==> src/logic/dvje_defs.vh <==
// Register offsets, field positions and reset values of the DAC volume and jack enable bank.
`ifndef DVJE_DEFS_VH
`define DVJE_DEFS_VH

// Register offsets on the 7-bit control address.
`define DVJE_ADDR_LEFT_VOL 7'h0B
`define DVJE_ADDR_RIGHT_VOL 7'h0C
`define DVJE_ADDR_JACK_EN 7'h0D
`define DVJE_ADDR_JACK_CTRL 7'h30
`define DVJE_ADDR_PWR_EN 7'h31
`define DVJE_ADDR_STATUS 7'h32

// Volume register fields.
`define DVJE_VOL_APPLY_BIT 8
`define DVJE_VOL_CODE_MSB 7
`define DVJE_VOL_CODE_LSB 0

// Jack-detect driver enable fields.
`define DVJE_JACK_HIGH_MSB 7
`define DVJE_JACK_HIGH_LSB 4
`define DVJE_JACK_LOW_MSB 3
`define DVJE_JACK_LOW_LSB 0

// Jack control fields.
`define DVJE_JCTL_ENABLE_BIT 0
`define DVJE_JCTL_SEL_MSB 2
`define DVJE_JCTL_SEL_LSB 1

// Driver enable bit order, shared by every driver group.
`define DVJE_DRV_HEADPHONE 0
`define DVJE_DRV_SPEAKER 1
`define DVJE_DRV_AUX_TWO 2
`define DVJE_DRV_AUX_ONE 3

// Status fields.
`define DVJE_STAT_LEVEL_BIT 4
`define DVJE_STAT_RMUTE_BIT 5
`define DVJE_STAT_LMUTE_BIT 6

// Reset values and special codes.
`define DVJE_RST_VOL 9'h0FF
`define DVJE_RST_JACK_EN 9'h000
`define DVJE_RST_JACK_CTRL 9'h000
`define DVJE_RST_PWR_EN 9'h000
`define DVJE_CODE_MUTE 8'h00
`define DVJE_CODE_FULL 8'hFF

`endif

==> src/logic/dvje_top.v <==
// Control bank for DAC volume with synchronised L/R update and jack-driven driver enables.
// How it works
// - Right write with apply clear only stores code in shadow; active code unchanged.
// - Right write with apply set activates new right and pending left together.
// - Apply bit is write-only, acts at the write, reads back as zero.
// - Attenuation code zero mutes the channel digitally.
// - Code one is -127.0dB; each step up gives 0.5dB less attenuation.
// - Code all ones gives no attenuation; code FE gives 0.5dB.
// - Right volume register resets to 0x0FF, zero attenuation.
// - Detection enabled and selected input high enables drivers in bits 4 to 7.
// - High group order: headphones, speakers, aux two, aux one.
// - Detection enabled and input low enables bits 0 to 3, same order.
// - Left write with apply set activates left and pending right; else only stores.
//
// Our own choice: the strobed register port.
`default_nettype none
`include "dvje_defs.vh"
module dvje_top (
    input wire clock, // 250 MHz core clock.
    input wire reset_n, // Synchronous reset, active low.
    input wire clk_en, // Freezes all state while low.
    input wire [6:0] reg_addr, // Register address.
    input wire [8:0] reg_wdata, // Register write data.
    input wire reg_wr, // Write strobe, one cycle.
    input wire reg_rd, // Read strobe, one cycle.
    output reg [8:0] reg_rdata_ff, // Read data, valid the cycle after the strobe.
    input wire [2:0] jack_sense_in, // Jack detection inputs, synchronous.
    output wire [7:0] left_dac_attenuation, // Active left code.
    output wire left_dac_mute, // Left channel muted.
    output wire [7:0] left_atten_half_db, // Left attenuation in half-dB.
    output wire [7:0] right_dac_attenuation, // Active right code.
    output wire right_dac_mute, // Right channel muted.
    output wire [7:0] right_atten_half_db, // Right attenuation in half-dB.
    output reg [3:0] driver_enable_ff, // Headphone, speaker, aux two, aux one.
    output reg jack_level_ff // Level of the selected jack input.
);

    // Address match, used by every write and read decode below.
    function hit;
        input [6:0] addr;
        input [6:0] target;
        begin
            hit = (addr == target);
        end
    endfunction

    // Reset values at register width; each field takes its own slice.
    localparam [8:0] JACK_EN_RST = `DVJE_RST_JACK_EN;
    localparam [8:0] JACK_CTRL_RST = `DVJE_RST_JACK_CTRL;
    localparam [8:0] PWR_RST = `DVJE_RST_PWR_EN;

    // Stored settings.
    reg [3:0] jack_high_driver_enables_ff;
    reg [3:0] jack_low_driver_enables_ff;
    reg jack_detect_on_ff;
    reg [1:0] jack_select_ff;
    reg [3:0] power_enables_ff;

    // Next values of the stored settings.
    reg [3:0] nxt_jack_high;
    reg [3:0] nxt_jack_low;
    reg nxt_jack_on;
    reg [1:0] nxt_jack_sel;
    reg [3:0] nxt_power;

    // Decoded strobes.
    wire wr_left;
    wire wr_right;
    wire wr_jack_en;
    wire wr_jack_ctrl;
    wire wr_power;
    wire volume_apply;
    wire left_volume_apply;
    wire right_volume_apply;

    // Per-channel wiring for the two volume channels; index 0 is left.
    wire [1:0] chan_store;
    wire [7:0] chan_shadow [0:1];
    wire [7:0] chan_active [0:1];
    wire [1:0] chan_mute;
    wire [7:0] chan_atten [0:1];

    // Driver decision wires.
    reg sel_level;
    reg [3:0] jack_group;
    reg [3:0] nxt_drivers;
    reg [8:0] nxt_rdata;

    // Write decode; the strobe is qualified here once for all registers.
    assign wr_left = reg_wr && hit(reg_addr, `DVJE_ADDR_LEFT_VOL);
    assign wr_right = reg_wr && hit(reg_addr, `DVJE_ADDR_RIGHT_VOL);
    assign wr_jack_en = reg_wr && hit(reg_addr, `DVJE_ADDR_JACK_EN);
    assign wr_jack_ctrl = reg_wr && hit(reg_addr, `DVJE_ADDR_JACK_CTRL);
    assign wr_power = reg_wr && hit(reg_addr, `DVJE_ADDR_PWR_EN);

    // apply acts at write
    // The apply bit feeds a one-cycle strobe only and is never stored, so a
    // later plain write cannot re-trigger an update by accident.
    assign left_volume_apply = wr_left && reg_wdata[`DVJE_VOL_APPLY_BIT];
    assign right_volume_apply = wr_right && reg_wdata[`DVJE_VOL_APPLY_BIT];

    // left apply both
    // Either apply strobe moves both channels, giving a glitch-free balance change.
    assign volume_apply = left_volume_apply || right_volume_apply;

    assign chan_store[0] = wr_left;
    assign chan_store[1] = wr_right;

    // Both channels share one structure; only the store strobe differs.
    genvar ch;
    generate
        for (ch = 0; ch < 2; ch = ch + 1) begin : g_chan
            dvje_vol_chan u_chan (
                .clock(clock),
                .reset_n(reset_n),
                .clk_en(clk_en),
                .store_stb(chan_store[ch]),
                .store_code(reg_wdata[`DVJE_VOL_CODE_MSB:`DVJE_VOL_CODE_LSB]),
                .apply_stb(volume_apply),
                .shadow_ff(chan_shadow[ch]),
                .active_ff(chan_active[ch]),
                .mute_ff(chan_mute[ch]),
                .atten_ff(chan_atten[ch])
            );
        end
    endgenerate

    // Channel outputs come straight from the channel flip-flops.
    assign left_dac_attenuation = chan_active[0];
    assign left_dac_mute = chan_mute[0];
    assign left_atten_half_db = chan_atten[0];
    assign right_dac_attenuation = chan_active[1];
    assign right_dac_mute = chan_mute[1];
    assign right_atten_half_db = chan_atten[1];

    // Next values of the plain read/write settings.
    always @* begin
        nxt_jack_high = jack_high_driver_enables_ff;
        nxt_jack_low = jack_low_driver_enables_ff;
        nxt_jack_on = jack_detect_on_ff;
        nxt_jack_sel = jack_select_ff;
        nxt_power = power_enables_ff;
        if (wr_jack_en) begin
            nxt_jack_high = reg_wdata[`DVJE_JACK_HIGH_MSB:`DVJE_JACK_HIGH_LSB];
            nxt_jack_low = reg_wdata[`DVJE_JACK_LOW_MSB:`DVJE_JACK_LOW_LSB];
        end
        if (wr_jack_ctrl) begin
            nxt_jack_on = reg_wdata[`DVJE_JCTL_ENABLE_BIT];
            nxt_jack_sel = reg_wdata[`DVJE_JCTL_SEL_MSB:`DVJE_JCTL_SEL_LSB];
        end
        if (wr_power) begin
            nxt_power = reg_wdata[3:0];
        end
    end

    // Settings registers; reset wins over the clock enable.
    always @(posedge clock) begin
        if (!reset_n) begin
            jack_high_driver_enables_ff <= JACK_EN_RST[`DVJE_JACK_HIGH_MSB:`DVJE_JACK_HIGH_LSB];
            jack_low_driver_enables_ff <= JACK_EN_RST[`DVJE_JACK_LOW_MSB:`DVJE_JACK_LOW_LSB];
            jack_detect_on_ff <= JACK_CTRL_RST[`DVJE_JCTL_ENABLE_BIT];
            jack_select_ff <= JACK_CTRL_RST[`DVJE_JCTL_SEL_MSB:`DVJE_JCTL_SEL_LSB];
            power_enables_ff <= PWR_RST[3:0];
        end else if (clk_en) begin
            jack_high_driver_enables_ff <= nxt_jack_high;
            jack_low_driver_enables_ff <= nxt_jack_low;
            jack_detect_on_ff <= nxt_jack_on;
            jack_select_ff <= nxt_jack_sel;
            power_enables_ff <= nxt_power;
        end
    end

    // Select the jack input; a select value past the last input reads as low,
    // which keeps the low-level group in charge rather than floating.
    always @* begin
        case (jack_select_ff)
            2'h0: sel_level = jack_sense_in[0];
            2'h1: sel_level = jack_sense_in[1];
            2'h2: sel_level = jack_sense_in[2];
            default: sel_level = 1'h0;
        endcase
    end

    // Choose the jack group and merge it with the power settings.
    always @* begin
        if (sel_level) begin
            jack_group = jack_high_driver_enables_ff[3:0];
        end else begin
            jack_group = jack_low_driver_enables_ff;
        end
        if (jack_detect_on_ff) begin
            nxt_drivers = power_enables_ff | jack_group;
        end else begin
            nxt_drivers = power_enables_ff;
        end
    end

    // Driver enables are registered so the analog side sees no decode glitches.
    always @(posedge clock) begin
        if (!reset_n) begin
            driver_enable_ff <= 4'h0;
            jack_level_ff <= 1'h0;
        end else if (clk_en) begin
            driver_enable_ff <= nxt_drivers;
            jack_level_ff <= sel_level;
        end
    end

    // Read mux; unmapped addresses return zero and reserved bits read as zero.
    always @* begin
        nxt_rdata = 9'h000;
        if (hit(reg_addr, `DVJE_ADDR_LEFT_VOL)) begin
            nxt_rdata = {1'h0, chan_shadow[0]};
        end else if (hit(reg_addr, `DVJE_ADDR_RIGHT_VOL)) begin
            nxt_rdata = {1'h0, chan_shadow[1]};
        end else if (hit(reg_addr, `DVJE_ADDR_JACK_EN)) begin
            nxt_rdata = {1'h0, jack_high_driver_enables_ff[3:0], jack_low_driver_enables_ff};
        end else if (hit(reg_addr, `DVJE_ADDR_JACK_CTRL)) begin
            nxt_rdata = {6'h00, jack_select_ff, jack_detect_on_ff};
        end else if (hit(reg_addr, `DVJE_ADDR_PWR_EN)) begin
            nxt_rdata = {5'h00, power_enables_ff};
        end else if (hit(reg_addr, `DVJE_ADDR_STATUS)) begin
            nxt_rdata = {2'h0, chan_mute[0], chan_mute[1], jack_level_ff, driver_enable_ff};
        end
    end

    // Read data stands for exactly the cycle after the strobe, then returns to zero.
    always @(posedge clock) begin
        if (!reset_n) begin
            reg_rdata_ff <= 9'h000;
        end else if (clk_en) begin
            if (reg_rd) begin
                reg_rdata_ff <= nxt_rdata;
            end else begin
                reg_rdata_ff <= 9'h000;
            end
        end
    end

endmodule // dvje_top
`default_nettype wire

==> src/logic/dvje_vol_chan.v <==
// One DAC volume channel: shadow code, active code and its decoded attenuation.
`default_nettype none
`include "dvje_defs.vh"
module dvje_vol_chan (
    input wire clock, // Core clock.
    input wire reset_n, // Synchronous reset, active low.
    input wire clk_en, // Freezes all state while low.
    input wire store_stb, // Write of this channel's volume register.
    input wire [7:0] store_code, // Attenuation code carried by that write.
    input wire apply_stb, // Any volume write with its apply bit set.
    output reg [7:0] shadow_ff, // Pending code, as read back by software.
    output reg [7:0] active_ff, // Code in use by the DAC channel.
    output reg mute_ff, // Digital mute of the channel.
    output reg [7:0] atten_ff // Attenuation in half-dB steps.
);

    // Reset code held at register width; only the code field is kept here.
    localparam [8:0] RST_VOL = `DVJE_RST_VOL;

    reg [7:0] nxt_shadow;
    reg [7:0] nxt_active;

    // A write with apply set must activate its own new code, so bypass the shadow.
    always @* begin
        nxt_shadow = store_stb ? store_code : shadow_ff;
        nxt_active = apply_stb ? nxt_shadow : active_ff;
    end

    // Active code and its decode move together, so mute and gain never disagree.
    always @(posedge clock) begin
        if (!reset_n) begin
            shadow_ff <= RST_VOL[`DVJE_VOL_CODE_MSB:`DVJE_VOL_CODE_LSB];
            active_ff <= RST_VOL[`DVJE_VOL_CODE_MSB:`DVJE_VOL_CODE_LSB];
            mute_ff <= 1'h0;
            atten_ff <= 8'h00;
        end else if (clk_en) begin
            shadow_ff <= nxt_shadow;
            active_ff <= nxt_active;
            mute_ff <= (nxt_active == `DVJE_CODE_MUTE);
            atten_ff <= `DVJE_CODE_FULL - nxt_active;
        end
    end

endmodule // dvje_vol_chan
`default_nettype wire

==> config.mk <==
export PLATFORM = sky130hd
export DESIGN_NAME = dvje_top
export DESIGN_NICKNAME = d
export VERILOG_FILES = /design/src/logic/dvje_top.v /design/src/logic/dvje_vol_chan.v
export VERILOG_INCLUDE_DIRS = /design/src /design/src/logic
export SDC_FILE = /design/constraint.sdc
export NUM_CORES = 1
export LEC_CHECK = 0
export BUFFER_PORTS_ARGS = -buffer_cell sky130_fd_sc_hd__buf_2
export CORE_ASPECT_RATIO = 1.1
export CORE_MARGIN = 2
export CORE_UTILIZATION = 30
export DETAILED_ROUTE_END_ITERATION = 16
export GPL_ROUTABILITY_DRIVEN = 0
export RECOVER_POWER = 25
export REMOVE_ABC_BUFFERS = 1
export SLEW_MARGIN = 25
export SYNTH_ARGS = -nofsm -noshare
export SYNTH_HDL_FRONTEND = slang
export SYNTH_SLANG_ARGS = --single-unit
==> constraint.sdc <==
create_clock -name clock -period 4 [get_ports clock]
set_input_delay 0.8 -clock clock [delete_from_list [all_inputs] [get_ports clock]]
set_output_delay 0.8 -clock clock [all_outputs]
set_load 0.005 [all_outputs]
==> results.ini <==
[sta]
tns_ns=0
slew-limit-headroom_pct=47.4
hold_slack_ns=0.473
period_share_pct=73.1
setup_slack_ns=1.08
rsz0062_at_grt=false
period_needed_ns=2.92
tightest_slew_ns=0.790
finalSetupViolations=0
fmax_ghz=0.342
fin_skew_ns=0.00645
hold_viol=0
slew_violations=0

[worst_setup_path]
end_kind=register
required_ns=4.25
rrSetupSlack_ns=2.35
critPathCapture=g_chan[0].u_chan.mute_ff$_SDFFE_PN0P_
cpPeakStageDelay_ns=0.65
path_cells=buf_2 > or4b_4 > nor3_4 > mux2_2 > mux2i_1 > nand4_1 > o31ai_1
cp_data_arrival_time_ns=3.18
reg2reg_depth=5
r2r-start=jack_select_ff[0]$_SDFFE_PN0P_
worst_setup_path_start_kind=input pin
r2r-end=driver_enable_ff[1]$_SDFFE_PN0P_
crit_type=in -> reg
crit_slowest_cell=or4b_4
crit_fanout=17
cp-startpoint=reg_addr[4]

[die]
die_h_um=119
io-pin-count=72
core_um2=11900
rows=42
die_area_um2=12900
fp.dieW_um=109
start_util_pct=30.4

[global_route]
grt_use_total_pct=16.3
grt_antenna_before_repair=0
grt_pass1_wl_um=16500
gr-total-overflow=0
grt_pass1_vias=3083
grt_max_degree=49

[cts]
cts_buffers=9
cts_hold_buf=0
post_cts_buffers=0
clk_path_buf_depth=2
cts_root_buf=clkbuf_16
clkSlewWorstSetupHoldPaths_ns=0.06
cts_tree=yes
cts.sinks=78
worstSkewPairLatency_ns=0.34
cts.htree.levels=3
cts-resized-gates=0

[pwr]
powerDensity_nw_per_um2=407
worst_ir_drop_vdd_v=0.000182
total_power_mw=1.77
p_leak_nw=1.77

[routing]
vias=3161
ant_nets=0
drc=0
drt_iter0_drc=172
dr.pass1.iters=5
wl_per_cell_um=16.5
via_per_inst=5.17
wl_um=10100

[synth]
synth_top_cell_by_area=dfxtp_1
syn-instance-count=393
netlist.area_leader.share_pct=43.3
synthDistinctLibCells=44
syn_avg_cell_area_um2=9.17
synthFlopType=dfxtp_1
postSynthRegisterBits=78
yosys_warnings=0
synth_commonest_cells=dfxtp_1 (78), mux2i_1 (34), a21oi_1 (31), nand3_1 (31), nor2_1 (28)
ys_async_sr_fraction_pct=0
yosys-top-cells-area=dfxtp_1 (43%), mux2i_1 (9.4%), nor2b_1 (4.3%)
post-synth-top-count-cell=dfxtp_1
synth_area_um2=3600
yosysSeqAreaShare_pct=43.3
synth_edf_count=0

[cells_and_area]
fin_cells=612
stdcell_area_um2=4350
fin_nets=478
antenna_cells=0
drive_gt1_share_pct=23.8
fin_util_pct=36.6
area_delta_synth_final_pct=20.6

[job]
cap_violations=0

[place]
port_buffers=70
dp.cells=597
place_hpwl_um=7110
dp_slack_ns=0.712
placed_area_um2=4070

[worst_hold_path]
worst_hold_path_type=reg -> reg
worstHoldPathCells=2

[run_status]
outcome=complete, no violations

-- cell families after synthesis --
kind of cell,Yosys count,synth area share (%)
other,1,0.104
AO/OA/AOI/OAI,104,18.8
flip-flops,78,43.3
multiplexers,47,13.7
buffers and inverters,29,3.96
AND/OR/NAND/NOR,134,20.2
-- sequential cells by signal, summed over array words and instances, names as in the netlist --
register and cells:
jack_low_driver_enables_ff 4, jack_high_driver_enables_ff 4, driver_enable_ff 4, g_chan.u_chan.atten_ff 16, jack_detect_on_ff 1, g_chan.u_chan.active_ff 16
g_chan.u_chan.mute_ff 2, power_enables_ff 4, jack_select_ff 2, jack_level_ff 1, reg_rdata_ff 8, g_chan.u_chan.shadow_ff 16
-- cells in the final DEF, fill, tap and decap left out, drive strengths merged, types with 4 or more instances in the layout --
cell type  Yosys  layout
o211a          8       8
or2            8       8
buf           11      67
clkbuf        16      19
a21oi         31      31
nand2         23      23
a22oi         14      14
o21ai         30      30
mux2i         35      35
nor2b         25      25
nand3         31      31
nor2          28      28
nand4          6       6
mux2          12      12
o2bb2ai        4       4
a21o           8       8
dfxtp         78      78
-- routing by layer --
layer  GRT usage (%)  vias up  share of wire, %
met2            25.3      122                46
met1            22.1     1479                45
met5               0        -                 0
met3            3.01       21               6.4
li1                -     1539                 -
met4            7.21        0               2.4
-- where the power goes --
part           switching, mW  total, mW  leakage [nW]  internal (mW)
combinational         0.0853      0.142          1.00         0.0567
clock                  0.330      0.814         0.135          0.484
sequential            0.0149      0.815         0.637          0.800
total                  0.430       1.77          1.77           1.34
-- critical path: cells and delay by family --
kind / cells / cell delay, ns
AOI/OAI and AO/OA: 1 / 0.24
buffers and inverters: 1 / 0.13
muxes: 2 / 0.60
and+or+nand+nor: 3 / 1.41
-- cell type report --
class | count | area [um2]
inverters | 2 | 7.51
repair buffers | 77 | 390
clock buffers | 9 | 225
clock inverters | 6 | 70.1
fillers | 1237 | 7530
well taps | 154 | 193
flip-flops and latches | 78 | 1560
multi-input cells | 286 | 1900
-- worst min-delay path by stage --
| stage | startpoint | to | slack (ns) |
|---|---|---|---|
| 4_1_cts | g_chan[0].u_chan.atten_ff[2]$_SDFFE_PN0P_ | g_chan[0].u_chan.atten_ff[2]$_SDFFE_PN0P_ | 0.47 |
| 3_5_place_dp | g_chan[0].u_chan.atten_ff[3]$_SDFFE_PN0P_ | g_chan[0].u_chan.atten_ff[3]$_SDFFE_PN0P_ | 0.45 |
| 3_3_place_gp | g_chan[0].u_chan.atten_ff[3]$_SDFFE_PN0P_ | g_chan[0].u_chan.atten_ff[3]$_SDFFE_PN0P_ | 0.46 |
| 2_1_floorplan | g_chan[0].u_chan.atten_ff[0]$_SDFFE_PN0P_ | g_chan[0].u_chan.atten_ff[0]$_SDFFE_PN0P_ | 0.46 |
| 6_report | g_chan[0].u_chan.atten_ff[2]$_SDFFE_PN0P_ | g_chan[0].u_chan.atten_ff[2]$_SDFFE_PN0P_ | 0.47 |
| 5_1_grt | g_chan[1].u_chan.atten_ff[0]$_SDFFE_PN0P_ | g_chan[1].u_chan.atten_ff[0]$_SDFFE_PN0P_ | 0.50 |
Power figures use the tool's default switching activity.
